$ cat src/hw/acs_regs_map.vh
// Register offsets, field positions and reset values of the ADC register bank
`ifndef ACS_REGS_MAP_VH
`define ACS_REGS_MAP_VH

`define ACS_ADDR_SOFT_RESET   7'h00
`define ACS_ADDR_POWER        7'h08
`define ACS_ADDR_RESTART      7'h0b
`define ACS_ADDR_AUX          7'h12
`define ACS_ADDR_READY        7'h18
`define ACS_ADDR_RES_HIGH     7'h1a
`define ACS_ADDR_RES_LOW      7'h1b
`define ACS_ADDR_SEQ_STATUS   7'h1e
`define ACS_ADDR_SEQ_CONFIG   7'h1f

`define ACS_SOFT_RESET_KEY    8'hc3
`define ACS_POWER_ACTIVE      2'h0
`define ACS_POWER_DOWN        2'h1
`define ACS_POWER_STANDBY     2'h3
`define ACS_AUX_RESET         8'h00
`define ACS_AUX_CALCLR_BIT    6
`define ACS_AUX_BYPASS_BIT    5
`define ACS_AUX_CLKSEL_BIT    4
`define ACS_CUR_CODE_MAX      4'ha
`define ACS_READY_NONE        8'hff
`define ACS_READY_NEW         8'h00
`define ACS_SEQ_RESET         8'h30
`define ACS_CHAN_INVALID      3'h7
`define ACS_PENDING_BIT       1
`define ACS_STALE_BIT         0

`endif

$ cat src/hw/acs_regs.v
// Register bank of the sensor ADC: power, restart, auxiliary, result and scan registers
//
// Overview of operation
// - Writing power field: 0 active, 1 power-down, 3 standby request.
// - Reading power field gives state in effect; active after reset.
// - Writing one to restart bit zero aborts and restarts conversion.
// - Calibration-clear bit set makes soft reset also clear calibration.
// - Clock-detect bypass bit set disables external clock detection.
// - Clock-source bit picks external clock, only while bypass set.
// - Four-bit excitation code, 100 uA steps up to 0xA.
// - Ready register reads 0xFF without new data, else 0x00.
// - Result is 16-bit two's complement; high byte 0x1A, low 0x1B.
// - Pending flag is one while scan update is pending; host waits.
// - Stale flag zero if the last low-byte read got a fresh result, one otherwise.
// - Two-bit scan mode: single, single scan, continuous, burnout.
// - Three-bit final channel, 0 to 6, default 6.
// - Scan write with channel code 7 in either field is discarded.
// - Three-bit starting channel in bits 2:0, default channel zero.
// - Writing 0xC3 to reset register resets all registers but the result, and conversion.
`timescale 1ns/1ps
`include "acs_regs_map.vh"

module acs_regs (
	// Clock and reset
	input  wire       clock_in,
	input  wire       rst_b_in,
	// Register access from the serial interface
	input  wire [6:0] reg_addr_in,
	input  wire       reg_wr_in,
	input  wire       reg_rd_in,
	input  wire [7:0] reg_wdata_in,
	output reg  [7:0] reg_rdata_out,
	// Converter side
	input  wire       conv_done_in,
	input  wire [15:0] conv_data_in,
	input  wire [1:0] power_state_in,
	input  wire       seq_adopted_in,
	output wire [1:0] power_request_out,
	output wire       conv_restart_out,
	output wire       soft_reset_out,
	output wire       clear_calibration_out,
	output wire       clock_detect_enable_out,
	output wire       external_clock_sel_out,
	output wire [3:0] excitation_current_code_out,
	output wire [1:0] sequence_mode_select_out,
	output wire [2:0] final_channel_out,
	output wire [2:0] starting_channel_out
);

	reg        rst_meta_q;
	reg        rst_sync_q;
	reg [1:0]  power_req_q;
	reg [7:0]  aux_q;
	reg [7:0]  seq_q;
	reg        pending_q;
	reg        stale_q;
	reg        fresh_q;
	reg [15:0] result_q;
	reg        restart_q;
	reg        soft_rst_q;
	reg        cal_clr_q;
	reg        det_en_q;
	reg        ext_sel_q;
	reg [3:0]  code_q;
	reg [7:0]  rdata_d;
	wire       rst_n;
	wire       wr_power;
	wire       wr_aux;
	wire       wr_seq;
	wire       seq_ok;
	wire       rd_low;
	wire       soft_hit;
	wire       wr_restart;
	wire       restart_hit;
	wire       power_ok;
	wire       seq_accept;

	// Reset release through two flops
	always @(posedge clock_in or negedge rst_b_in) begin
		if (!rst_b_in) begin
			rst_meta_q <= 1'b0;
			rst_sync_q <= 1'b0;
		end else begin
			rst_meta_q <= 1'b1;
			rst_sync_q <= rst_meta_q;
		end
	end
	assign rst_n = rst_sync_q;

	assign wr_power = reg_wr_in && (reg_addr_in == `ACS_ADDR_POWER);
	assign wr_aux   = reg_wr_in && (reg_addr_in == `ACS_ADDR_AUX);
	assign wr_seq   = reg_wr_in && (reg_addr_in == `ACS_ADDR_SEQ_CONFIG);
	assign seq_ok   = (reg_wdata_in[5:3] != `ACS_CHAN_INVALID) &&
	                  (reg_wdata_in[2:0] != `ACS_CHAN_INVALID);
	assign soft_hit = reg_wr_in && (reg_addr_in == `ACS_ADDR_SOFT_RESET) &&
	                  (reg_wdata_in == `ACS_SOFT_RESET_KEY);
	// Low byte read closes a result read; high byte alone is not counted
	assign rd_low   = reg_rd_in && (reg_addr_in == `ACS_ADDR_RES_LOW);
	assign wr_restart  = reg_wr_in && (reg_addr_in == `ACS_ADDR_RESTART);
	// Code 2 has no meaning, so such a write leaves the request alone
	assign power_ok    = wr_power && (reg_wdata_in[1:0] != 2'h2);
	// A pending update also locks the config against the host
	assign seq_accept  = wr_seq && seq_ok && !pending_q;
	assign restart_hit = (wr_restart && reg_wdata_in[0]) || soft_hit;

	// Restart request, one cycle wide
	always @(posedge clock_in or negedge rst_n) begin
		if (!rst_n) begin
			restart_q <= 1'b0;
		end else begin
			restart_q <= restart_hit;
		end
	end

	// Soft reset pulse towards the converter, one cycle wide
	always @(posedge clock_in or negedge rst_n) begin
		if (!rst_n) begin
			soft_rst_q <= 1'b0;
		end else begin
			soft_rst_q <= soft_hit;
		end
	end

	// Option bit is sampled before the command returns it to zero
	always @(posedge clock_in or negedge rst_n) begin
		if (!rst_n) begin
			cal_clr_q <= 1'b0;
		end else begin
			cal_clr_q <= soft_hit && aux_q[`ACS_AUX_CALCLR_BIT];
		end
	end

	// Power request; the soft reset command returns it to active
	always @(posedge clock_in or negedge rst_n) begin
		if (!rst_n) begin
			power_req_q <= `ACS_POWER_ACTIVE;
		end else if (soft_hit) begin
			power_req_q <= `ACS_POWER_ACTIVE;
		end else if (power_ok) begin
			power_req_q <= reg_wdata_in[1:0];
		end
	end

	// Auxiliary settings; bit 7 is reserved and held at zero
	always @(posedge clock_in or negedge rst_n) begin
		if (!rst_n) begin
			aux_q <= `ACS_AUX_RESET;
		end else if (soft_hit) begin
			aux_q <= `ACS_AUX_RESET;
		end else if (wr_aux) begin
			aux_q <= {1'b0, reg_wdata_in[6:0]};
		end
	end

	// Scan configuration; a refused write leaves every field alone
	always @(posedge clock_in or negedge rst_n) begin
		if (!rst_n) begin
			seq_q <= `ACS_SEQ_RESET;
		end else if (soft_hit) begin
			seq_q <= `ACS_SEQ_RESET;
		end else if (seq_accept) begin
			seq_q <= reg_wdata_in;
		end
	end

	// Pending flag: an accepted write wins over an adoption in the same cycle
	always @(posedge clock_in or negedge rst_n) begin
		if (!rst_n) begin
			pending_q <= 1'b0;
		end else if (soft_hit) begin
			pending_q <= 1'b0;
		end else if (seq_accept) begin
			pending_q <= 1'b1;
		end else if (seq_adopted_in) begin
			pending_q <= 1'b0;
		end
	end

	// Result data survives the soft reset command
	always @(posedge clock_in or negedge rst_n) begin
		if (!rst_n) begin
			result_q <= 16'h0000;
		end else if (conv_done_in) begin
			result_q <= conv_data_in;
		end
	end

	// Fresh flag: new data wins over a low-byte read in the same cycle
	always @(posedge clock_in or negedge rst_n) begin
		if (!rst_n) begin
			fresh_q <= 1'b0;
		end else if (soft_hit) begin
			fresh_q <= 1'b0;
		end else if (conv_done_in) begin
			fresh_q <= 1'b1;
		end else if (rd_low) begin
			fresh_q <= 1'b0;
		end
	end

	// Stale flag judges the result read that has just finished
	always @(posedge clock_in or negedge rst_n) begin
		if (!rst_n) begin
			stale_q <= 1'b1;
		end else if (soft_hit) begin
			stale_q <= 1'b1;
		end else if (rd_low) begin
			stale_q <= !fresh_q;
		end
	end

	// Read multiplexer; unmapped and write-only addresses read as zero
	always @* begin
		rdata_d = 8'h00;
		case (reg_addr_in)
			`ACS_ADDR_POWER: begin
				rdata_d = {6'h00, power_state_in};
			end
			`ACS_ADDR_AUX: begin
				rdata_d = aux_q;
			end
			`ACS_ADDR_READY: begin
				rdata_d = fresh_q ? `ACS_READY_NEW : `ACS_READY_NONE;
			end
			`ACS_ADDR_RES_HIGH: begin
				rdata_d = result_q[15:8];
			end
			`ACS_ADDR_RES_LOW: begin
				rdata_d = result_q[7:0];
			end
			`ACS_ADDR_SEQ_STATUS: begin
				// Status and low byte share no address, so no bypass is needed
				rdata_d = {6'h00, pending_q, stale_q};
			end
			`ACS_ADDR_SEQ_CONFIG: begin
				rdata_d = seq_q;
			end
			default: begin
				rdata_d = 8'h00;
			end
		endcase
	end

	// Read data is registered and held until the next read
	always @(posedge clock_in or negedge rst_n) begin
		if (!rst_n) begin
			reg_rdata_out <= 8'h00;
		end else if (reg_rd_in) begin
			reg_rdata_out <= rdata_d;
		end
	end

	// Detection stays on unless the bypass bit is set
	always @(posedge clock_in or negedge rst_n) begin
		if (!rst_n) begin
			det_en_q <= 1'b1;
		end else begin
			det_en_q <= !aux_q[`ACS_AUX_BYPASS_BIT];
		end
	end

	// Clock source only honoured while detection is bypassed
	always @(posedge clock_in or negedge rst_n) begin
		if (!rst_n) begin
			ext_sel_q <= 1'b0;
		end else begin
			ext_sel_q <= aux_q[`ACS_AUX_BYPASS_BIT] && aux_q[`ACS_AUX_CLKSEL_BIT];
		end
	end

	// Codes above the top step saturate, so the source is never overdriven
	always @(posedge clock_in or negedge rst_n) begin
		if (!rst_n) begin
			code_q <= 4'h0;
		end else if (aux_q[3:0] > `ACS_CUR_CODE_MAX) begin
			code_q <= `ACS_CUR_CODE_MAX;
		end else begin
			code_q <= aux_q[3:0];
		end
	end

	assign power_request_out           = power_req_q;
	assign conv_restart_out            = restart_q;
	assign soft_reset_out              = soft_rst_q;
	assign clear_calibration_out       = cal_clr_q;
	assign clock_detect_enable_out     = det_en_q;
	assign external_clock_sel_out      = ext_sel_q;
	assign excitation_current_code_out = code_q;
	assign sequence_mode_select_out    = seq_q[7:6];
	assign final_channel_out           = seq_q[5:3];
	assign starting_channel_out        = seq_q[2:0];

endmodule

$ cat config.mk
export PLATFORM = sky130hd
export DESIGN_NAME = acs_regs
export DESIGN_NICKNAME = d
export VERILOG_FILES = /design/src/hw/acs_regs.v
export VERILOG_INCLUDE_DIRS = /design/src /design/src/hw
export SDC_FILE = /design/constraint.sdc
export NUM_CORES = 1
export LEC_CHECK = 0
export BUFFER_PORTS_ARGS = -buffer_cell sky130_fd_sc_hd__buf_2
export CAP_MARGIN = 20
export CORE_UTILIZATION = 30
export CTS_BUF_LIST = sky130_fd_sc_hd__clkbuf_16
export DETAILED_ROUTE_END_ITERATION = 12
export PLACE_DENSITY = 0.53
export SYNTH_ARGS = -nofsm -noshare
export SYNTH_HDL_FRONTEND = slang
export SYNTH_SLANG_ARGS = --single-unit
$ cat constraint.sdc
create_clock -name clock_in -period 2.5 [get_ports clock_in]
set_clock_uncertainty 0.05 [all_clocks]
set_input_delay 0.25 -clock clock_in [delete_from_list [all_inputs] [get_ports clock_in]]
set_output_delay 0.25 -clock clock_in [all_outputs]
set_load 0.005 [all_outputs]
==> impl_metrics.ini, run 1 <==
[status]
status = complete, no violations

[setup_path]
crit_fanout = 10
worstSetupPathType = input port to flip-flop
rr_endpoint = seq_q[4]$_DFFE_PN1P_
r2r-start = pending_q$_DFFE_PN0P_
cp-start-kind = input port
crit_path_end_kind = flip-flop
path_delay_family = simple AND/OR/NAND/NOR gates
cp.depth = 5
crit_arrival_ns = 1.99
cp_slowest_cell = or4b_1
worst_path_most_repeated_cell = or4b_1
critPathRequiredTime_ns = 2.62
r2r_setup_slack_ns = 0.87
crit_path_max_incr_delay_ns = 0.73
cp_cell_sequence = buf_2 -> or4b_1 -> or4b_1 -> o21ai_0 -> mux2i_1
rr_worst_depth = 4
critPathBufInv = 1

[clock_tree]
path_clk_slew_ns = 0.07
cts_tree = built
cts_sinks = 55
htreeDepth = 2
cts-root-buf = clkbuf_16
cts_buffer_depth = 2
clk_latency_ns = 0.29
cts_buffers = 5
post_cts_buffers = 0

[hold_path]
min_to = result_q[12]$_DFFE_PN0P_
min_from = conv_data_in[12]
min_path_cells = 2
hold_path.class = input port to flip-flop

[yosys]
synthArstFlopShare = 1.00
syn_area_sq_mm = 0.00262
syn_inst = 237
ys_ff_latch = 55
seq_area_frac_synth = 0.526
synth_edf_count = 0
syn_area_per_cell_sq_um = 11.1
synth_cell_types = 39
synth_nets = 276
ys.flop_type = dfrtp_1
yosys_warnings = 0

[floorplanning]
row_count = 33
fp.coreArea_sq_mm = 0.00834
fp.dieArea_sq_mm = 0.00912
start_util = 0.315
die_w_um = 95.5
die_h_um = 95.5
io_pins = 66

[global_routing]
grt_pass1_vias = 2048
grt_pass1_wl_um = 11100
busiest_layer = met2
met3_usage = 0.0215
gr-usage-all-layers = 0.164
grt_max_degree = 29
antenna_found_initial = 0
grtUsageMet1 = 0.239
grtUsageMet2 = 0.254
grt_overflow = 0

[power_and_ir_drop]
leakage_uw = 0.00157
vdd.ir_drop.worst_v = 0.000251
finalPower_uw = 1900
power.density_mw_per_mm2 = 583

[sta]
fmax_ghz = 0.535
slew_viol_final = 0
hold_violations = 0
rsz0062_at_grt = false
setup_viol = 0
fin_setup_tns_ns = 0
slew_headroom = 0.603
post-route-period-util = 0.748
worst_pin_slew_ns = 0.592
min_period_ns = 1.87

[routing]
drt_first_pass_iters = 4
ant_nets = 0
drc = 0
wirelength_um = 6890
wire_per_inst_um = 16.8
drt-initial-drc-count = 150
vias_per_cell = 5.09
num_vias = 2080

[final_layout]
areaGrowthSynthToFinish_pct = 24.0
fin_nets = 342
regArea_sq_mm = 0.00138
antennaDiodeCount = 0
drive_gt1_frac = 0.352
fill_cells = 837
multi_input_area_sq_mm = 0.00114

[run]
drv_cap = 0

[placement]
gp_congestion = 0.792
hpwl_um = 5220
io_buffers = 65
[cells by family after synthesis]
group | share of synthesized area
flip-flops | 0.526
AND/OR/NAND/NOR | 0.144
AO/OA/AOI/OAI | 0.107
other | 0.00143
buffers and inverters | 0.0410
multiplexers | 0.180
[synthesized netlist by cell type (all sizes together) (2+ instances only)]
cell     count  area (sq um)
and2         4          25.0
o31a         2          17.5
mux2        18           203
o21bai       3          30.0
a21oi        3          15.0
mux2i       27           270
nor4b        2          17.5
o21ai       14          70.1
a32oi        3          26.3
a211oi       5          37.5
nor3        18          90.1
inv         12          45.0
nand4        3          18.8
buf          5          21.3
nand2        6          22.5
or3          2          12.5
or4b         2          20.0
nand4bb      2          22.5
dfrtp       51          1280
nand2b       3          18.8
clkbuf      10          37.5
dfstp        4           105
nand3        7          35.0
nor2b        3          18.8
o2bb2ai      6          52.6
nor2        12          45.0
[placed cells by master, fill, tap and decap left out, types with 2 or more instances in the layout]
cell and n:
dfstp_2 4, o21bai_2 2, clkbuf_16 5, nor3_1 18
o2bb2ai_1 6, or3_1 2, nor2b_1 3, dfrtp_1 50
nand4_1 3, buf_2 65, nand4bb_1 2, buf_4 7
clkinv_1 2, o21ai_0 12, nand2b_1 3, mux2_2 18
nand3_1 7, a21oi_1 3, nand2_1 6, o31a_1 2
inv_1 12, a32oi_1 3, or4b_1 2, o21ai_1 2
and2_1 4, nor2_1 12, mux2i_1 27, a211oi_1 5
[routing by layer]
layer | vias up | wire (um)
li1 | 992 | -
met1 | 1023 | 3350
met2 | 58 | 3160
met3 | 7 | 302
met4 | 0 | 68
met5 | - | 0
[through the flow]
stage	worst slack (ns)	instances	hold slack (ns)	utilization	instance area (sq um)
after floorplan	0.663	237	-0.0956	-	2620
after global placement	0.400	400	-0.0153	0.372	3100
after detailed placement	0.321	400	-0.0136	0.372	3100
after CTS	0.622	409	0.132	0.390	3250
after global routing	0.547	409	0.133	0.390	3250
final	0.629	409	0.134	0.390	3250
[worst max path at each step]
stage / from / endpoint / slack, ns
2_1_floorplan: reg_wdata_in[3] / seq_q[0]$_DFFE_PN0P_ / 0.66
3_3_place_gp: reg_wdata_in[3] / seq_q[6]$_DFFE_PN0P_ / 0.40
3_5_place_dp: reg_wdata_in[3] / seq_q[1]$_DFFE_PN0P_ / 0.32
4_1_cts: reg_wdata_in[3] / seq_q[1]$_DFFE_PN0P_ / 0.62
5_1_grt: reg_wdata_in[3] / seq_q[0]$_DFFE_PN0P_ / 0.55
6_report: reg_wdata_in[3] / seq_q[1]$_DFFE_PN0P_ / 0.63
[sequential cells by signal (all words and copies together) (netlist names), 2 cells and up]
signal and flops:
aux_q 7, power_request_out 2, reg_rdata_out 8, excitation_current_code_out 4, seq_q 8, result_q 16
[area by class of cell]
class                      count  area share
timing repair buffer          74       0.125
multi-input combinational    154       0.351
sequential                    55       0.425
inverter                      13      0.0150
tap                          105      0.0404
clock inverter                 3     0.00538
clock buffer                   5      0.0384
[repair_timing]
action / in CTS / in global routing
endpoints found under the setup margin: 0 / 0
resized for setup: 0 / 0
hold buffers: 1 / 0
endpoints found under the hold margin: 2 / 0
[report_power, final]
group	internal [uW]	total, uW	switching, uW
clock network	371	694	323
logic	103	211	108
registers	948	993	45.2
Power figures use the tool's default switching activity.
==> run 2, diff against run 1 <==
==> constraint.sdc (replaced) <==
create_clock -name clock_in -period 1.9 [get_ports clock_in]
set_clock_uncertainty 0.05 [all_clocks]
set_input_delay 0.19 -clock clock_in [delete_from_list [all_inputs] [get_ports clock_in]]
set_output_delay 0.19 -clock clock_in [all_outputs]
set_load 0.005 [all_outputs]
==> run 2 against run 1 <==
Worst hold slack got worse by 0.060 ns. Non-clock buffer count rose by 11. Cell area rose by 3.3%. Global-route usage rose by 0.082 points. Count of clock-buffer cells in the layout did not move. Sequential share of layout area fell by 1.4 points. Clock power rose by 51%. First-iteration DRC count fell by 25%. Sequential power rose by 31%. Register-to-register slack got worse by 0.59 ns. Die area did not move. Critical path depth rose by 1. Critical path type unchanged. Largest cell class unchanged.
==> impl_metrics.ini, run 2 (synthesis gave the netlist of run 1 again) <==
[clock_tree]
cts_tree = built
clk_latency_ns = 0.29
cts_buffer_depth = 2
cts_sinks = 55
htreeDepth = 2
cts_buffers = 5
cts-root-buf = clkbuf_16
path_clk_slew_ns = 0.07

[setup_path]
crit_path_end_kind = flip-flop
critPathRequiredTime_ns = 2.02
path_delay_family = simple AND/OR/NAND/NOR gates
rr_endpoint = seq_q[7]$_DFFE_PN0P_
r2r-start = pending_q$_DFFE_PN0P_
worstSetupPathType = input port to flip-flop
crit_path_max_incr_delay_ns = 0.54
cp_cell_sequence = buf_2 -> or4b_1 -> or4b_1 -> buf_4 -> o21ai_0 -> mux2i_1
critPathBufInv = 2
cp-start-kind = input port
crit_arrival_ns = 1.78
crit_fanout = 10
r2r_setup_slack_ns = 0.28
cp_slowest_cell = or4b_1
worst_path_most_repeated_cell = or4b_1
rr_worst_depth = 4

[floorplanning]
fp.dieArea_sq_mm = 0.00912
io_pins = 66
fp.coreArea_sq_mm = 0.00834
row_count = 33
die_h_um = 95.5
die_w_um = 95.5
start_util = 0.315

[run]
drv_cap = 0

[routing]
wl_met1_um = 3140
drt_first_pass_iters = 4
num_vias = 2128
drc = 0
wl_met2_um = 3310
drt-initial-drc-count = 112
wire_per_inst_um = 16.6
vias_per_cell = 5.07
ant_nets = 0
route.met3.wl_um = 454
wirelength_um = 6980
top_layer = met4

[sta]
setup_ws_ns = 0.240
slew_viol_final = 0
post-route-period-util = 0.874
setup_viol = 0
slew_headroom = 0.598
hold_violations = 0
fin_setup_tns_ns = 0
worst_pin_slew_ns = 0.598
min_period_ns = 1.66
holdWs_ns = 0.0746
fmax_ghz = 0.602
rsz0062_at_grt = false

[placement]
hpwl_um = 5370
gp_congestion = 0.786
dp_slack_ns = -0.0888
io_buffers = 65

[hold_path]
min_from = conv_data_in[3]
min_to = result_q[3]$_DFFE_PN0P_
min_path_cells = 2
hold_path.class = input port to flip-flop

[global_routing]
antenna_found_initial = 0
grt_pass1_wl_um = 11000
grt_pass1_vias = 2097
grt_overflow = 0
gr-usage-all-layers = 0.164
grt_max_degree = 37

[final_layout]
regMostFlops = result_q
final_common_cell = buf_2
largestRegisters = result_q x16, reg_rdata_out x8, seq_q x8
antennaDiodeCount = 0
fill_cells = 863
largest_reg_flops = 16
drive_gt1_frac = 0.375
fin_nets = 353
mostFrequentLayoutCells = buf_2 (65), dfrtp_1 (50), mux2i_1 (27)
areaGrowthSynthToFinish_pct = 28.1

[power_and_ir_drop]
leakage_uw = 0.00163
power.density_mw_per_mm2 = 787
vdd.ir_drop.worst_v = 0.000478

[status]
status = complete, no violations
-- run 2: per-stage QoR --
step                instance area [sq um]  std cells  utilization  total power [uW]
finish                               3360        420        0.403              2650
CTS                                  3360        420        0.403              2670
global route                         3360        420        0.403              2770
global placement                     3180        411        0.382              1620
floorplan                            2620        237            -              1470
detailed placement                   3180        411        0.382              1630
-- run 2: power by group --
part           switching (uW)  internal, uW
Combinational             148           147
Sequential               56.0          1250
Clock                     424           623
Total                     628          2020
-- run 2: worst max path at each step --
stage / depth (start not counted) / slack, ns / from / to
global route: 6 / 0.15 / reg_wdata_in[3] / seq_q[0]$_DFFE_PN0P_
global placement: 6 / -0.04 / reg_wdata_in[3] / seq_q[6]$_DFFE_PN0P_
detailed placement: 6 / -0.09 / reg_wdata_in[3] / seq_q[3]$_DFFE_PN0P_
CTS: 6 / 0.23 / reg_wdata_in[3] / seq_q[0]$_DFFE_PN0P_
floorplan: 5 / 0.12 / reg_wdata_in[3] / seq_q[0]$_DFFE_PN0P_
finish: 6 / 0.24 / reg_wdata_in[3] / seq_q[1]$_DFFE_PN0P_
-- run 2: repair_timing --
item	4_1_cts	5_1_grt
resized for setup	0	0
hold endpoints to repair	2	0
hold buffers	1	0
buffers inserted	0	0
-- run 2: metal layers --
layer  vias to the layer above  GRT usage
met5                         -          0
met4                         0     0.0460
li1                       1012          -
met3                         6     0.0295
met2                        62      0.263
met1                      1048      0.227
-- run 2: layout make-up --
class,instances,area (sq um),share of cell area
timing repair buffer,85,490,0.146
clock buffer,5,125,0.0372
clock inverter,3,42.5,0.0127
tap,105,131,0.0391
multi-input combinational,154,1140,0.339
sequential,55,1380,0.411
inverter,13,48.8,0.0145
-- run 2: worst register-to-register path, cell delays in order (launching register included) --
cell and delay [ns]:
dfrtp_1 0.41, a311oi_1 0.36, nand3_1 0.32, buf_4 0.26
mux2i_1 0.11
==> run 3, diff against run 2 <==
--- a/config.mk
+++ b/config.mk
@@ -11,7 +11,7 @@
 export CORE_UTILIZATION = 30
 export CTS_BUF_LIST = sky130_fd_sc_hd__clkbuf_16
 export DETAILED_ROUTE_END_ITERATION = 12
-export PLACE_DENSITY = 0.53
+export PLACE_DENSITY = 0.52
 export SYNTH_ARGS = -nofsm -noshare
 export SYNTH_HDL_FRONTEND = slang
 export SYNTH_SLANG_ARGS = --single-unit
==> run 3 against run 2 <==
Utilization is 0.55 points lower. Routed wire length shrank 1.6%. Worst setup slack worse by 0.049 ns. Critical path depth unchanged. Cell count fell by 0.48%. Sequential power hardly changed. Highest routed layer unchanged.
==> impl_metrics.ini, run 3 (synthesis gave the netlist of run 1 again) <==
[routing]
drt_first_pass_iters = 4
ant_nets = 0
wire_per_inst_um = 16.4
drt-initial-drc-count = 116
num_vias = 2115
wirelength_um = 6870
drc = 0
vias_per_cell = 5.06

[final_layout]
mostFrequentLayoutCells = buf_2 (65), dfrtp_1 (50), mux2i_1 (27), nor3_1 (18), mux2_2 (18)
final_common_cell = buf_2
fin_nets = 351
fill_cells = 856
antennaDiodeCount = 0
drive_gt1_frac = 0.364
largestRegisters = result_q x16, reg_rdata_out x8, seq_q x8
largest_reg_flops = 16
regMostFlops = result_q
fin_cells = 418
areaGrowthSynthToFinish_pct = 26.4

[clock_tree]
htreeDepth = 2
cts_buffer_depth = 2
cts_buffers = 5
cts-root-buf = clkbuf_16
cts_sinks = 55
holdBufCountCts = 1
post_cts_buffers = 0
cts_resized = 0
clk_latency_ns = 0.29
cts_tree = built
path_clk_slew_ns = 0.07

[sta]
slew_headroom = 0.575
setup_ws_ns = 0.191
slew_viol_final = 0
worst_pin_slew_ns = 0.634
rsz0062_at_grt = false
hold_violations = 0
min_period_ns = 1.71
setup_viol = 0
fin_setup_tns_ns = 0
post-route-period-util = 0.900
fmax_ghz = 0.585

[global_routing]
grt_overflow = 0
grt_pass1_vias = 2139
grt_max_degree = 54
gr-usage-all-layers = 0.163
antenna_found_initial = 0
grt_pass1_wl_um = 11100

[power_and_ir_drop]
finalPower_uw = 2480
vdd.ir_drop.worst_v = 0.000350
leakage_uw = 0.00161
power.density_mw_per_mm2 = 747

[floorplanning]
die_w_um = 95.5
start_util = 0.315
row_count = 33
fp.coreArea_sq_mm = 0.00834
io_pins = 66
die_h_um = 95.5
fp.dieArea_sq_mm = 0.00912

[placement]
io_buffers = 65
gp_congestion = 0.811
place_inst = 409
dp_slack_ns = -0.0959
hpwl_um = 5160

[setup_path]
critPathRequiredTime_ns = 2.02
worstSetupPathType = input port to flip-flop
crit_path_end_kind = flip-flop
crit_arrival_ns = 1.83
crit_fanout = 10
cp-start-kind = input port

[hold_path]
hold_path.class = input port to flip-flop

[status]
status = complete, no violations

[run]
drv_cap = 0
==> run 3: worst paths after layout <==
path                                             from                                to  slack [ns]  cells past startpoint
worst min-delay path                 conv_data_in[15]          result_q[15]$_DFFE_PN0P_        0.08                      2
worst min register to register        rst_n$_DFF_PN0_  external_clock_sel_out$_DFF_PN0_        0.21                      1
max in group asynchronous             rst_n$_DFF_PN0_              seq_q[5]$_DFFE_PN1P_        1.28                      1
min in group asynchronous                    rst_b_in              rst_meta_q$_DFF_PN0_        0.15                      2
worst max-delay path                  reg_wdata_in[3]              seq_q[1]$_DFFE_PN0P_        0.19                      6
worst max register to register  pending_q$_DFFE_PN0P_              seq_q[1]$_DFFE_PN0P_        0.34                      4
==> run 3: power breakdown <==
part | total, uW | internal [uW] | switching (uW)
Combinational | 298 | 146 | 152
Sequential | 1300 | 1250 | 50.0
Clock | 881 | 476 | 405
==> run 3: critical path: stages <==
cell and delay [ns]:
buf_2 0.10, or4b_1 0.57, or4b_1 0.53, buf_4 0.19, o21ai_0 0.15, mux2i_1 0.10
==> run 3: per-layer routing <==
| metal | global-route usage | share of wire | vias up |
|---|---|---|---|
| met3 | 0.0327 | 0.052 | 12 |
| met1 | 0.229 | 0.48 | 1037 |
| met5 | 0 | 0 | - |
| met2 | 0.248 | 0.45 | 58 |
| met4 | 0.0609 | 0.019 | 0 |
| li1 | - | - | 1008 |
==> run 3: final cells by class <==
class / count / area (sq um) / share of cell area
Sequential cell: 55 / 1380 / 0.417
Multi-Input combinational cell: 154 / 1140 / 0.344
Timing Repair Buffer: 83 / 475 / 0.143
Tap cell: 105 / 131 / 0.0396
Clock buffer: 5 / 125 / 0.0377
Inverter: 13 / 48.8 / 0.0147
Clock inverter: 3 / 11.3 / 0.00340
==> run 3: through the flow <==
stage	instance area (sq um)	utilization	hold WS, ns
after CTS	3320	0.398	0.0694
after detailed placement	3170	0.380	-0.0725
final	3320	0.398	0.0764
after floorplan	2620	-	-0.156
after global placement	3170	0.380	-0.0744
after global routing	3320	0.398	0.0672
